--- config.mk ---
export PLATFORM = sky130hd
export DESIGN_NAME = sfc_core
export DESIGN_NICKNAME = d
export VERILOG_FILES = /design/src/rtl/sfc_pkg.sv /design/src/rtl/sfc_core.sv
export SDC_FILE = /design/constraint.sdc
export NUM_CORES = 1
export LEC_CHECK = 0
export ABC_AREA = 1
export BUFFER_PORTS_ARGS = -buffer_cell sky130_fd_sc_hd__buf_4
export CORE_ASPECT_RATIO = 1.5
export CORE_MARGIN = 3
export CORE_UTILIZATION = 55
export CTS_BUF_LIST = sky130_fd_sc_hd__clkbuf_4
export CTS_CLUSTER_DIAMETER = 60
export CTS_CLUSTER_SIZE = 14
export DETAILED_ROUTE_END_ITERATION = 8
export MAX_ROUTING_LAYER = met4
export PLACE_DENSITY_LB_ADDON = 0.05
export SYNTH_ARGS = -nofsm -noshare
export SYNTH_HDL_FRONTEND = slang
export SYNTH_SLANG_ARGS = --single-unit
--- constraint.sdc ---
create_clock -name clk -period 3.26 [get_ports clk]
set_input_delay 0.652 -clock clk [delete_from_list [all_inputs] [get_ports clk]]
set_output_delay 0.652 -clock clk [all_outputs]
set_load 0.05 [all_outputs]
--- src/rtl/sfc_pkg.sv ---
/*
 * sfc_pkg: constants and carrier types for the serial flash command block.
 * assumes one 125 MHz system clock; serial pins sampled from outside.
 */
package sfc_pkg;
  // ==========================================================
  // opcodes
  localparam logic [7:0] OP_ARM_WRITE   = 8'h06;
  localparam logic [7:0] OP_READ_STATUS = 8'h05;
  localparam logic [7:0] OP_WIPE_32K    = 8'h52;
  localparam logic [7:0] OP_WIPE_64K    = 8'hd8;
  localparam logic [7:0] OP_ARRAY_A     = 8'h60;
  localparam logic [7:0] OP_ARRAY_B     = 8'hc7;
  localparam logic [7:0] OP_SLEEP       = 8'hb9;
  localparam logic [7:0] OP_WAKE_ID     = 8'hab;
  localparam logic [7:0] OP_MAKER_PART  = 8'h90;
  localparam logic [7:0] OP_THREE_ID    = 8'h9f;
  // ==========================================================
  // identity values, arbitrary
  localparam logic [7:0] MAKER_ID    = 8'h5a;
  localparam logic [7:0] PART_ID     = 8'h11;
  localparam logic [7:0] MEM_TYPE_ID = 8'h64;
  localparam logic [7:0] CAPACITY_ID = 8'h11;
  // ==========================================================
  // bit counts on the serial link
  localparam logic [5:0] BITS_OP      = 6'h08;
  localparam logic [5:0] BITS_OP_ADDR = 6'h20;
  // ==========================================================
  // status layout
  localparam int ST_WIP = 0;
  localparam int ST_WEL = 1;
  localparam int ST_BP_LO = 2;
  // ==========================================================
  // timing, in microseconds, and cycles at 125 MHz
  localparam int CLK_MHZ = 125;
  localparam int BLOCK_WIPE_US = 100;
  localparam int ARRAY_WIPE_US = 400;
  localparam int SLEEP_ENTRY_US = 3;
  localparam int WAKE_SHORT_US = 3;
  localparam int WAKE_LONG_US = 5;
  localparam int BLOCK_WIPE_CYC = BLOCK_WIPE_US * CLK_MHZ;
  localparam int ARRAY_WIPE_CYC = ARRAY_WIPE_US * CLK_MHZ;
  localparam int SLEEP_ENTRY_CYC = SLEEP_ENTRY_US * CLK_MHZ;
  localparam int WAKE_SHORT_CYC = WAKE_SHORT_US * CLK_MHZ;
  localparam int WAKE_LONG_CYC = WAKE_LONG_US * CLK_MHZ;
  // ==========================================================
  // carrier types
  typedef struct packed {
    logic protect_level_hi;
    logic protect_level_mid;
    logic protect_level_lo;
  } sfc_protect_t;

  typedef struct packed {
    logic        valid;
    logic [1:0]  kind;   // 0 block32, 1 block64, 2 array
    logic [23:0] addr;
  } sfc_wipe_t;
endpackage

--- src/rtl/sfc_core.sv ---
/*
 * sfc_core: command decoder for wipe, sleep and identification commands.
 * assumes the serial pins come asynchronous to clk and the array engine
 * takes wipe requests as a one-cycle pulse.
 */
// Contract
// 52h erases enclosing 32 KB block
// D8h erases enclosing 64 KB block
// no erase unless write latch armed
// block erase needs select rise after 32 bits
// select rise starts cycle, busy flag set
// write latch cleared during erase cycle; code clears it as busy ends
// refuse block erase in protected region
// 60h/C7h array erase, rise after 8
// array erase only when protection zero
// B9h enters sleep after entry delay
// while asleep, only ABh accepted
// sleep refused while busy
// sleep cleared by reset, standby after
// ABh wakes, release delay before commands
// ABh plus 3 dummies streams part ID
// host waits longer delay after ID wake
// ABh ignored while busy
// 90h addr 0 gives maker, part
// 90h addr 1 gives part first
// 9Fh gives maker, type, capacity
// 9Fh not decoded while busy
// host avoids 9Fh while asleep
// input bits captured on rising edges
// 05h returns status byte
// select rise ends ID output
// erased range reads all ones
// forbidden opcodes dropped until select rises
`timescale 1ns/1ps
module sfc_core (
  // system
  input  wire logic                 clk,
  input  wire logic                 rst_b,
  // serial link
  input  wire logic                 sel_b,
  input  wire logic                 sclk,
  input  wire logic                 sdi,
  output logic                      sdo,
  output logic                      sdo_oe,
  // configuration and status
  input  wire sfc_pkg::sfc_protect_t protect,
  input  wire logic                 arm_write_cmd,
  output logic                      write_in_progress,
  output logic                      write_latch_armed,
  output logic                      asleep,
  // array engine
  output sfc_pkg::sfc_wipe_t        wipe_req
);

  // ==========================================================
  // synchronisers and edges
  logic [1:0] sel_s_q, sclk_s_q, sdi_s_q;
  logic       sel_p_q, sclk_p_q;
  always_ff @(posedge clk or negedge rst_b) begin
    if (!rst_b) begin
      sel_s_q  <= 2'h3;
      sclk_s_q <= 2'h0;
      sdi_s_q  <= 2'h0;
      sel_p_q  <= 1'b1;
      sclk_p_q <= 1'b0;
    end else begin
      sel_s_q  <= {sel_s_q[0], sel_b};
      sclk_s_q <= {sclk_s_q[0], sclk};
      sdi_s_q  <= {sdi_s_q[0], sdi};
      sel_p_q  <= sel_s_q[1];
      sclk_p_q <= sclk_s_q[1];
    end
  end
  wire sel_lo   = !sel_s_q[1];
  wire sel_rise = sel_s_q[1] && !sel_p_q;
  wire sck_rise = sel_lo && sclk_s_q[1] && !sclk_p_q;
  wire sck_fall = sel_lo && !sclk_s_q[1] && sclk_p_q;

  // ==========================================================
  // shift in
  logic [31:0] sh_q;
  logic [5:0]  cnt_q;
  logic        drop_q;
  logic [7:0]  op_q;
  wire  [31:0] sh_d  = {sh_q[30:0], sdi_s_q[1]};
  wire  [5:0]  cnt_d = (cnt_q == 6'h3f) ? cnt_q : cnt_q + 6'h01;

  // ==========================================================
  // state
  typedef enum logic [3:0] {
    SFC_IDLE  = 4'b0001,
    SFC_BUSY  = 4'b0010,
    SFC_SLEEP = 4'b0100,
    SFC_WAIT  = 4'b1000
  } sfc_state_t;
  sfc_state_t st_q;
  logic [31:0] tmr_q;
  logic        wel_q;
  logic        to_sleep_q;

  wire busy    = (st_q == SFC_BUSY);
  wire sleeping = (st_q == SFC_SLEEP);
  wire [2:0] bp = {protect.protect_level_hi, protect.protect_level_mid,
                   protect.protect_level_lo};
  wire [7:0] status = {3'h0, bp, wel_q, busy};

  // protected region grows down from the top of a 16-block space
  function automatic logic blk_prot(input logic [2:0] lvl,
                                    input logic [23:0] a);
    logic [3:0] blk;
    blk = a[19:16];
    case (lvl)
      3'h0:    blk_prot = 1'b0;
      3'h1:    blk_prot = (blk == 4'hf);
      3'h2:    blk_prot = (blk >= 4'he);
      3'h3:    blk_prot = (blk >= 4'hc);
      3'h4:    blk_prot = (blk >= 4'h8);
      default: blk_prot = 1'b1;
    endcase
  endfunction

  // ==========================================================
  // decode at select rise
  wire is_blk  = (op_q == sfc_pkg::OP_WIPE_32K) ||
                 (op_q == sfc_pkg::OP_WIPE_64K);
  wire is_arr  = (op_q == sfc_pkg::OP_ARRAY_A) ||
                 (op_q == sfc_pkg::OP_ARRAY_B);
  // armed latch, exact length
  wire blk_ok  = is_blk && cnt_q == sfc_pkg::BITS_OP_ADDR && wel_q &&
                 !blk_prot(bp, sh_q[23:0]);
  // array erase, no protection
  wire arr_ok  = is_arr && cnt_q == sfc_pkg::BITS_OP && wel_q &&
                 bp == 3'h0;
  // sleep only when idle and exact length
  wire slp_ok  = op_q == sfc_pkg::OP_SLEEP && cnt_q == sfc_pkg::BITS_OP;
  wire wake_ok = op_q == sfc_pkg::OP_WAKE_ID && cnt_q >= sfc_pkg::BITS_OP;
  wire act     = sel_rise && !drop_q && st_q == SFC_IDLE;

  always_ff @(posedge clk or negedge rst_b) begin
    if (!rst_b) begin
      sh_q <= 32'h0;
      cnt_q <= 6'h0;
      op_q <= 8'h0;
      drop_q <= 1'b0;
    end else if (sel_rise) begin
      cnt_q <= 6'h0;
      drop_q <= 1'b0;
    end else if (sck_rise) begin
      // capture on rising sclk
      // address frozen once full: the 90h order bit must outlive output
      if (cnt_q < sfc_pkg::BITS_OP_ADDR)
        sh_q <= sh_d;
      cnt_q <= cnt_d;
      if (cnt_q == 6'h07) begin
        op_q <= sh_d[7:0];
        // forbidden opcodes dropped
        drop_q <= (sleeping && sh_d[7:0] != sfc_pkg::OP_WAKE_ID) ||
                  (busy && sh_d[7:0] != sfc_pkg::OP_READ_STATUS) ||
                  (st_q == SFC_WAIT);
      end
    end
  end

  // ==========================================================
  // sequencer
  always_ff @(posedge clk or negedge rst_b) begin
    if (!rst_b) begin
      st_q <= SFC_IDLE;   // standby after reset
      tmr_q <= 32'h0;
      wel_q <= 1'b0;
      to_sleep_q <= 1'b0;
      wipe_req <= '0;
    end else begin
      wipe_req.valid <= 1'b0;
      if (arm_write_cmd && st_q == SFC_IDLE)
        wel_q <= 1'b1;
      case (st_q)
        SFC_IDLE: begin
          if (act && (blk_ok || arr_ok)) begin
            // start erase, engine fills ones
            st_q <= SFC_BUSY;
            to_sleep_q <= 1'b0;
            wipe_req.valid <= 1'b1;
            wipe_req.kind <= arr_ok ? 2'h2 :
                             (op_q == sfc_pkg::OP_WIPE_32K ? 2'h0 : 2'h1);
            wipe_req.addr <= sh_q[23:0];
            tmr_q <= arr_ok ? 32'(sfc_pkg::ARRAY_WIPE_CYC)
                            : 32'(sfc_pkg::BLOCK_WIPE_CYC);
          end else if (act && slp_ok) begin
            // entry delay then sleep
            st_q <= SFC_WAIT;
            to_sleep_q <= 1'b1;
            tmr_q <= 32'(sfc_pkg::SLEEP_ENTRY_CYC);
          end
        end
        SFC_BUSY: begin
          // latch cleared at end of cycle
          if (tmr_q == 32'h1) begin
            wel_q <= 1'b0;
            st_q <= SFC_IDLE;
          end
          tmr_q <= tmr_q - 32'h1;
        end
        SFC_SLEEP: begin
          // wake, long delay if id read
          if (sel_rise && !drop_q && wake_ok) begin
            st_q <= SFC_WAIT;
            to_sleep_q <= 1'b0;
            tmr_q <= (cnt_q > sfc_pkg::BITS_OP) ?
                     32'(sfc_pkg::WAKE_LONG_CYC) :
                     32'(sfc_pkg::WAKE_SHORT_CYC);
          end
        end
        SFC_WAIT: begin
          if (tmr_q <= 32'h1)
            st_q <= to_sleep_q ? SFC_SLEEP : SFC_IDLE;
          tmr_q <= tmr_q - 32'h1;
        end
        default: st_q <= SFC_IDLE;
      endcase
    end
  end

  // ==========================================================
  // shift out on falling sclk
  wire [5:0] ob = cnt_q - sfc_pkg::BITS_OP;
  wire [5:0] oi = cnt_q - sfc_pkg::BITS_OP_ADDR;
  logic [7:0] obyte;
  logic [2:0] obit;
  logic       oen;
  always_comb begin
    obyte = 8'h0;
    obit = 3'h0;
    oen = 1'b0;
    if (!drop_q && cnt_q >= sfc_pkg::BITS_OP) begin
      case (op_q)
        // status byte repeated
        sfc_pkg::OP_READ_STATUS: begin
          obyte = status; obit = ob[2:0]; oen = 1'b1;
        end
        // maker, type, capacity
        sfc_pkg::OP_THREE_ID: begin
          obit = ob[2:0]; oen = ob < 6'h18;
          obyte = (ob[4:3] == 2'h0) ? sfc_pkg::MAKER_ID :
                  (ob[4:3] == 2'h1) ? sfc_pkg::MEM_TYPE_ID :
                                      sfc_pkg::CAPACITY_ID;
        end
        // part id repeats after dummies
        sfc_pkg::OP_WAKE_ID: begin
          obit = oi[2:0]; oen = cnt_q >= sfc_pkg::BITS_OP_ADDR;
          obyte = sfc_pkg::PART_ID;
        end
        // order by address bit 0
        sfc_pkg::OP_MAKER_PART: begin
          obit = oi[2:0]; oen = cnt_q >= sfc_pkg::BITS_OP_ADDR;
          obyte = (oi[3] ^ sh_q[0]) ? sfc_pkg::PART_ID : sfc_pkg::MAKER_ID;
        end
        default: oen = 1'b0;
      endcase
    end
  end

  always_ff @(posedge clk or negedge rst_b) begin
    if (!rst_b) begin
      sdo <= 1'b0;
      sdo_oe <= 1'b0;
    end else if (!sel_lo) begin
      // select rise ends output
      sdo_oe <= 1'b0;
    end else if (sck_fall) begin
      sdo <= obyte[3'h7 - obit];
      sdo_oe <= oen;
    end
  end

  always_ff @(posedge clk or negedge rst_b) begin
    if (!rst_b) begin
      write_in_progress <= 1'b0;
      write_latch_armed <= 1'b0;
      asleep <= 1'b0;
    end else begin
      write_in_progress <= busy;
      write_latch_armed <= wel_q;
      asleep <= sleeping;
    end
  end
endmodule

### After elaboration in Yosys (flattened, before gate mapping)

Cells that the tools add are included.

* input port bits: 9
* output and inout bits: 32
* logic and storage cells: 166
* flip-flop bits (word level): 117

* bitwise gates (word level): 3
* eq/ne operators: 31
* add/subtract/negate cells: 5
* magnitude comparators: 10
* reduce and logical (&&, ||, !) cells: 52
* mux-type cells: 44

Operators by type and width (count)
* 2-to-1 mux 32 bit: 3
* one-hot mux 32 bit (3 select lines): 1
* 2-to-1 mux 27 bit: 2
* == test 8 bit (second input constant): 6
* == test 32 x 1 -> 1 bit (second input constant): 1
* less-or-equal comparator 32 x 1 -> 1 bit (second input constant): 1
* subtractor 32 x 1 -> 32 bit (second input constant): 1
* 2-to-1 mux 7 bit: 4
* one-hot mux 7 bit (4 select lines): 1
* logical AND 1 bit: 22
* 2-to-1 mux 4 bit: 5
* 2-to-1 mux 6 bit: 3
* == test 8 x 7 -> 1 bit (second input constant): 2
* 2-to-1 mux 16 bit: 1
* one-hot mux 4 bit (4 select lines): 1
* 2-to-1 mux 1 bit: 14
* == test 6 bit (second input constant): 2
* >= comparator 4 bit (second input constant): 3
* AND reduction 3 bit: 4
* 2-to-1 mux 10 bit: 1
* == test 4 bit (second input constant): 2
* == test 8 x 3 -> 1 bit (second input constant): 1
* inequality test 8 x 3 -> 1 bit (second input constant): 1
* inequality test 8 bit (second input constant): 1
* other kinds (40): 62

### Logic depth before layout (Yosys ltp)

Gate-level depths: netlist of run 1.

* depth in word-level cells: 9
* mapped depth: 15
* mapped depth without buffers: 13

### Worst setup path after synthesis of run 1

No wires, ideal clock.

* path kind: register to register
* start point: reg cnt_q[3]
* end point: reg wipe_req[19] in the netlist's numbering
* stages on the path, launching flop included: 16
* buffers on the path: 2
* slack: 1.342 ns
* arrival time: 1.795 ns
* clock period less this slack: 1.918 ns
* setup time: 0.122 ns
* data required time: 3.138 ns
* path through: dfrtp_1 inv_1 ha_1 nand2_1 inv_1 nand2_1 nor2_2 nand2_1 nor2_2 nand2_2 nand2_4 inv_2 buf_6 buf_6 nand2_1 o21ai_1

* word-level cells in the longest chain between the ends: 7
* elaborated cells between the ends (all ways): 11
* those cells by class: 2 x eq/ne; 9 x reduce/logical

RTL lines
* start, declared: line sfc_core.sv:82 `logic [5:0] cnt_q;`
* start signal, assigned: line sfc_core.sv:153 `cnt_q <= cnt_d;`
* == test 6 bit or == test 6 x 4 -> 1 bit (tied branches): line sfc_core.sv:129, sfc_core.sv:132
* logical AND 1 bit, on equally long branches (3 in a row): line sfc_core.sv:129, sfc_core.sv:132
* logical OR 1 bit (*): line sfc_core.sv:179 `if (act && (blk_ok || arr_ok)) begin`
* logical AND 1 bit (*): line sfc_core.sv:179
* AND reduction 2 bit (no source line) (*)
* end, declared: line sfc_core.sv:52 `output sfc_pkg::sfc_wipe_t wipe_req`

Mark *: on every way between the ends. The rest lies on a longest branch, timed or not.
A chain may end at the register's enable or synchronous reset.

### Final worst setup path of run 1

* start point: reg cnt_q[3]
* end point: reg wipe_req[5] in the netlist's numbering

The elaborated chain is that of the path after synthesis.

==> flow_summary.yaml, run 1 <==
cells_and_area:
  syn2layout_area_growth_pct: 11.2
  regArea_mm2: 0.00293
  drive_gt1_share_pct: 13.6
  multi_input_area_mm2: 0.00284
  nets: 922
  stdcell_area_mm2: 0.00700
  fillers: 1017
clock_tree:
  cts_setup_buffers: 0
  cts_tree: "done"
  htreeDepth: 4
  insertion_delay_ns: 0.53
  clock-sinks: 117
  root_buffer: "clkbuf_4"
  cts_hold_buf: 0
  cts.path.max_buffers: 2
  cts_resized: 0
  clk_pin_slew_ns: 0.13
  cts_made_buffers: 17
worst_setup_path:
  path_cells: "inv_1 > ha_1 > nand2_1 > inv_1 > nand2_1 > nor2_2 > nand2_1 > nor2_2 > nand2_2 > nand2_4 > inv_2 > buf_4 > o21ai_2"
  cp_top_family: "buffers and inverters"
  worst-path-max-fanout: 47
  criticalPathCategory: "flop to flop"
  cp_slowest_cell: "dfrtp_1"
  critical_path.most_common_cell: "nand2_1"
  crit_buf_inv: 4
  cp_data_required_time_ns: 3.68
  start_kind: "flop"
  cp.arrival_ns: 3.00
  critical-path-max-stage-delay_ns: 0.57
  crit_path_end_kind: "flop"
routing:
  ant_nets: 0
  drt-pass1-iter-count: 5
  drtIter0Drc: 285
  wl_per_cell_um: 14.4
  drc: 0
  routed_wl_um: 15400
  vias: 5562
  viasPerCell: 5.23
power:
  p_leak_nw: 3.39
  peakVddDrop_mv: 0.409
  pwr_density_cell_mw_per_mm2: 447
sta:
  max_slew_margin_pct: 47.9
  fmax_mhz: 388
  skew_ns: 0.0294
  setup_violations: 0
  hold_violations: 0
  rsz0062_at_grt: "no"
  fin_setup_tns_ns: 0
  timing.final.crit_share_pct: 79.1
  report.final.slew_viol_count: 0
  post-route-min-period_ns: 2.58
  worst_slew_pin_slew_ns: 0.781
status:
  status: "completed"
grt:
  first_global_vias: 5492
  grt_pass1_wl_um: 25700
  antenna_found_initial: 1
  grt_max_degree: 74
  grt_use_total_pct: 26.6
  grt_overflow: 0
floorplan:
  design.core.area_mm2: 0.0111
  start_util_pct: 56.6
  rows: 47
  die_w_um: 93.3
  die_h_um: 137
  dieArea_mm2: 0.0128
  ios: 41
synth:
  synthFlopType: "dfrtp_1"
  synth_edf_count: 0
  syn_avg_cell_area_um2: 7.34
  syn_inst: 857
  yosys_warnings: 0
  syn-num-nets: 876
  synth_top_area_share_pct: 44.9
  yosysTopAreaCell: "dfrtp_1"
  synth-seq-cells: 117
  seq_area_frac_synth_pct: 46.6
  synth_area_mm2: 0.00629
  synth_cell_types: 36
  async_reset_ff_share_pct: 100
  synthTopCellsByArea: "dfrtp_1, nand2_1, nor2_1"
place:
  portBuffers: 40
  hpwl_um: 11400
  place_congestion: 1.03
  dpl_cell_area_mm2: 0.00672
min_path:
  hold_path_class: "input pin to async pin"
flow_run:
  cap_violations: 0
-- worst paths after layout --
path,from,endpoint,slack (ns),cells after the start
worst min register to register,sel_s_q[0]$_DFF_PN1_,sel_s_q[1]$_DFF_PN1_,0.36,0
worst max-delay path,cnt_q[3]$_DFFE_PN0P_,wipe_req[5]$_DFFE_PN0P_,0.68,13
max in group asynchronous,rst_b,sel_p_q$_DFF_PN1_,2.31,2
worst max register to register,cnt_q[3]$_DFFE_PN0P_,wipe_req[5]$_DFFE_PN0P_,0.68,13
min in group clk,sdi,sdi_s_q[0]$_DFF_PN0_,0.22,1
worst min-delay path,rst_b,tmr_q[26]$_DFFE_PN0P_,0.10,1
-- cell families (layout without fill, tap and decap cells) --
kind of cell               count (synthesis)  in the layout  share of synthesized area (%)
AOI/OAI and AO/OA                        104            104                           9.36
and+or+nand+nor                          495            495                           33.2
other                                      0              1                              0
buffers and inverters                    127            185                           8.29
DFF                                      117            117                           46.6
adders and majority gates                 10             10                           1.99
xor gates and xnor gates                   4              4                          0.557
-- Yosys cell counts (3+ instances only) --
master and count:
a21oi_1 14, buf_2 6, buf_6 5, clkbuf_1 7, dfrtp_1 113, dfstp_2 4, ha_1 10, inv_1 94
inv_2 15, nand2_1 285, nand3_1 61, nand3b_1 3, nand4_1 15, nor2_1 101, nor2_2 7, nor3_1 7
o21ai_0 50, o21ai_1 19, o21ai_2 6, o21bai_1 7, or2_2 5, xor2_1 4
-- stage by stage --
step	hold WS (ns)	worst slack [ns]	total power, W	cells	util (%)
2_1_floorplan	0.331	1.34	0.00195	857	-
3_3_place_gp	0.335	0.744	0.00209	1031	60.4
3_5_place_dp	0.349	0.670	0.00211	1031	60.4
4_1_cts	0.112	0.629	0.00316	1062	62.9
5_1_grt	0.103	0.377	0.00329	1063	63.0
6_report	0.103	0.680	0.00313	1063	63.0
-- cells in the final DEF, fill, tap and decap left out, drive strengths merged --
cell	Yosys	final
nand2	288	288
dfrtp	113	113
inv	109	112
nor2	110	110
o21ai	76	76
nand3	63	63
buf	11	45
clkbuf	7	17
nand4	17	17
a21oi	15	15
ha	10	10
nor3	8	8
o21bai	7	7
clkinv	0	6
or2	5	5
xor2	4	4
dfstp	4	4
nand3b	3	3
clkinvlp	0	3
a31oi	2	2
bufinv	0	2
diode	0	1
a22oi	1	1
nor3b	1	1
a41oi	1	1
o211ai	1	1
a211oi	1	1
-- flip-flops by register name (all words and copies together), names as in the netlist --
register	flops
tmr_q	32
wipe_req	27
sh_q	24
op_q	8
cnt_q	6
st_q	4
sclk_s_q	2
sdi_s_q	2
sel_s_q	2
asleep	1
drop_q	1
sclk_p_q	1
sdo	1
sdo_oe	1
sel_p_q	1
to_sleep_q	1
wel_q	1
write_in_progress	1
write_latch_armed	1
-- layout make-up --
type	instances	share of cell area [%]
clock buffer	17	1.82
sequential	117	41.9
timing repair buffer	45	5.01
clock inverter	14	2.18
multi-input combinational	613	40.6
antenna	1	0.0358
inverter	109	5.85
tap	147	2.63
-- worst register-to-register path: stages (launching register included) --
cell	delay [ns]
dfrtp_1	0.57
inv_1	0.22
ha_1	0.24
nand2_1	0.06
inv_1	0.04
nand2_1	0.07
nor2_2	0.04
nand2_1	0.07
nor2_2	0.04
nand2_2	0.17
nand2_4	0.08
inv_2	0.55
buf_4	0.28
o21ai_2	0.05
-- report_power, final --
group,switching (W),leakage (nW),internal [W]
clock network,0.000598,0.142,0.000457
registers,0.0000839,1.42,0.00154
logic,0.000312,1.83,0.000139
-- metal layers --
metal	share of wire [%]	global-route usage [%]	vias to the layer above	wire [um]
met4	4.3	12.8	0	654
li1	-	-	2803	-
met2	54	47.9	123	8310
met1	38	27.4	2587	5870
met5	0	-	-	0
met3	3.4	5.34	49	519
Note: power is estimated with default switching activity, not from simulation.
==> run 2: changes to the inputs <==
clock period = 2.65 ns   (was 3.26 ns; I/O delays follow)
==> run 2 against run 1 <==
Setup slack worse by 0.25 ns. Die area unchanged. Critical path depth unchanged. Maximum frequency up 16%. Sequential power is 23% higher. Non-clock buffer count up 6. Sequential share of layout area decreased by 0.69 points. Register-to-register slack got worse by 0.25 ns. Final cell count rose by 0.66%. Routed wire length is 1.5% higher. Total power increased by 29%. Count of clock-buffer cells in the layout did not move.
==> flow_summary.yaml, run 2 (synthesis results as in run 1) <==
status:
  status: "completed"
place:
  portBuffers: 40
  place_congestion: 0.971
  dp_cells: 1036
  hpwl_um: 11600
sta:
  fmax_mhz: 450
  fin_setup_tns_ns: 0
  skew_ns: 0.0199
  hold_violations: 0
  report.final.slew_viol_count: 0
  worst_slew_pin_slew_ns: 0.502
  max_slew_margin_pct: 66.5
  timing.final.crit_share_pct: 83.9
  setup_violations: 0
  rsz0062_at_grt: "no"
  post-route-min-period_ns: 2.22
cells_and_area:
  fillers: 1004
  mostFrequentLayoutCells: "nand2_1, dfrtp_1, nor2_1"
  syn2layout_area_growth_pct: 13.0
  nets: 928
  drive_gt1_share_pct: 14.2
  largest_reg_flops: 32
  final_common_cell: "nand2_1"
  fin_cells: 1070
  reg.largest.list: "tmr_q x32, wipe_req x27, sh_q x24"
  largest-register: "tmr_q"
  final_util_pct: 64.0
worst_setup_path:
  worstRegToRegCells: 13
  cp.arrival_ns: 2.67
  start_kind: "flop"
  r2r-end: "tmr_q[28]$_DFFE_PN0P_"
  criticalPathCategory: "flop to flop"
  cp_data_required_time_ns: 3.10
  crit_path_end_kind: "flop"
  worst-r2r-setup-slack_ns: 0.43
  worst-path-max-fanout: 32
  worstReg2RegStart: "cnt_q[3]$_DFFE_PN0P_"
grt:
  grt_use_total_pct: 26.9
  top_usage_layer: "met2"
  first_global_vias: 5553
  grt_overflow: 0
  met2_usage_pct: 47.1
  grt_pass1_wl_um: 26000
  antenna_found_initial: 1
  globalRouteMet1Util_pct: 28.5
  grt_use_met3_pct: 5.78
  grt_max_degree: 75
power:
  p_total_w: 0.00405
  pwr_density_cell_mw_per_mm2: 569
  peakVddDrop_mv: 0.359
  p_leak_nw: 3.46
min_path:
  hold_end: "sdi_s_q[0]$_DFF_PN0_"
  hold_depth: 1
  hold_path_class: "input pin to flop"
  hp-start: "sdi"
routing:
  ant_nets: 0
  drtIter0Drc: 397
  wl_per_cell_um: 14.6
  routed_wl_um: 15600
  viasPerCell: 5.17
  drt-pass1-iter-count: 5
  drc: 0
  vias: 5537
floorplan:
  die_w_um: 93.3
  start_util_pct: 56.6
  rows: 47
  die_h_um: 137
  design.core.area_mm2: 0.0111
  dieArea_mm2: 0.0128
  ios: 41
clock_tree:
  cts_tree: "done"
  cts.path.max_buffers: 2
  clock-sinks: 117
  clk_pin_slew_ns: 0.13
  root_buffer: "clkbuf_4"
  insertion_delay_ns: 0.56
  htreeDepth: 4
  cts_made_buffers: 17
  cts_setup_buffers: 0
flow_run:
  cap_violations: 0
run 2: power by group:
group,switching [W],internal (W),total (W)
Combinational,0.000385,0.000174,0.000559
Clock,0.000864,0.000624,0.00149
Sequential,0.000107,0.00189,0.00200
run 2: worst max path at each step:
stage / startpoint / to / slack (ns)
2_1_floorplan: cnt_q[3]$_DFFE_PN0P_ / wipe_req[19]$_DFFE_PN0P_ / 0.73
3_3_place_gp: cnt_q[3]$_DFFE_PN0P_ / tmr_q[17]$_DFFE_PN0P_ / 0.37
3_5_place_dp: cnt_q[3]$_DFFE_PN0P_ / tmr_q[26]$_DFFE_PN0P_ / 0.27
4_1_cts: cnt_q[3]$_DFFE_PN0P_ / tmr_q[14]$_DFFE_PN0P_ / 0.26
5_1_grt: cnt_q[3]$_DFFE_PN0P_ / tmr_q[13]$_DFFE_PN0P_ / 0.18
6_report: cnt_q[3]$_DFFE_PN0P_ / tmr_q[28]$_DFFE_PN0P_ / 0.43
run 2: area by class of cell:
cell class	count	area [um2]	area share [%]
Timing Repair Buffer	51	410	5.77
Tap cell	147	184	2.59
Antenna cell	1	2.50	0.0352
Sequential cell	117	2930	41.2
Clock inverter	15	204	2.87
Inverter	109	409	5.75
Clock buffer	17	128	1.79
Multi-Input combinational cell	613	2840	40.0
run 2: timing repair:
action / CTS / global route
endpoints found under the hold margin: 30 / 0
gates resized for setup: 0 / 1
setup endpoints to repair: 0 / 3
hold buffers: 1 / 0
run 2: worst max-delay path, stage by stage, from the launching register on:
cell and delay [ns]:
dfrtp_1 0.52, inv_1 0.24, ha_1 0.19, nand2_1 0.05, inv_1 0.05, nand2_1 0.06
nor2_2 0.12, nand2_1 0.08, nor2_2 0.09, nand2_2 0.13, nand4_2 0.14, nand2_4 0.23
nand2_1 0.14, nand2_1 0.06
run 2: per-layer routing:
| metal | vias up | part of all wire (%) | routed length [um] |
|---|---|---|---|
| met5 | - | 0 | 0 |
| met4 | 0 | 4.9 | 759 |
| met2 | 150 | 52 | 8170 |
| li1 | 2811 | - | - |
| met3 | 57 | 3.9 | 607 |
| met1 | 2519 | 39 | 6050 |
run 2: per-stage QoR:
step | worst slack, ns | hold slack [ns] | cell area [um2]
2_1_floorplan | 0.732 | 0.234 | 6290
3_3_place_gp | 0.372 | 0.336 | 6770
3_5_place_dp | 0.273 | 0.339 | 6770
4_1_cts | 0.255 | 0.0494 | 7110
5_1_grt | 0.179 | 0.0357 | 7110
6_report | 0.427 | 0.0734 | 7110
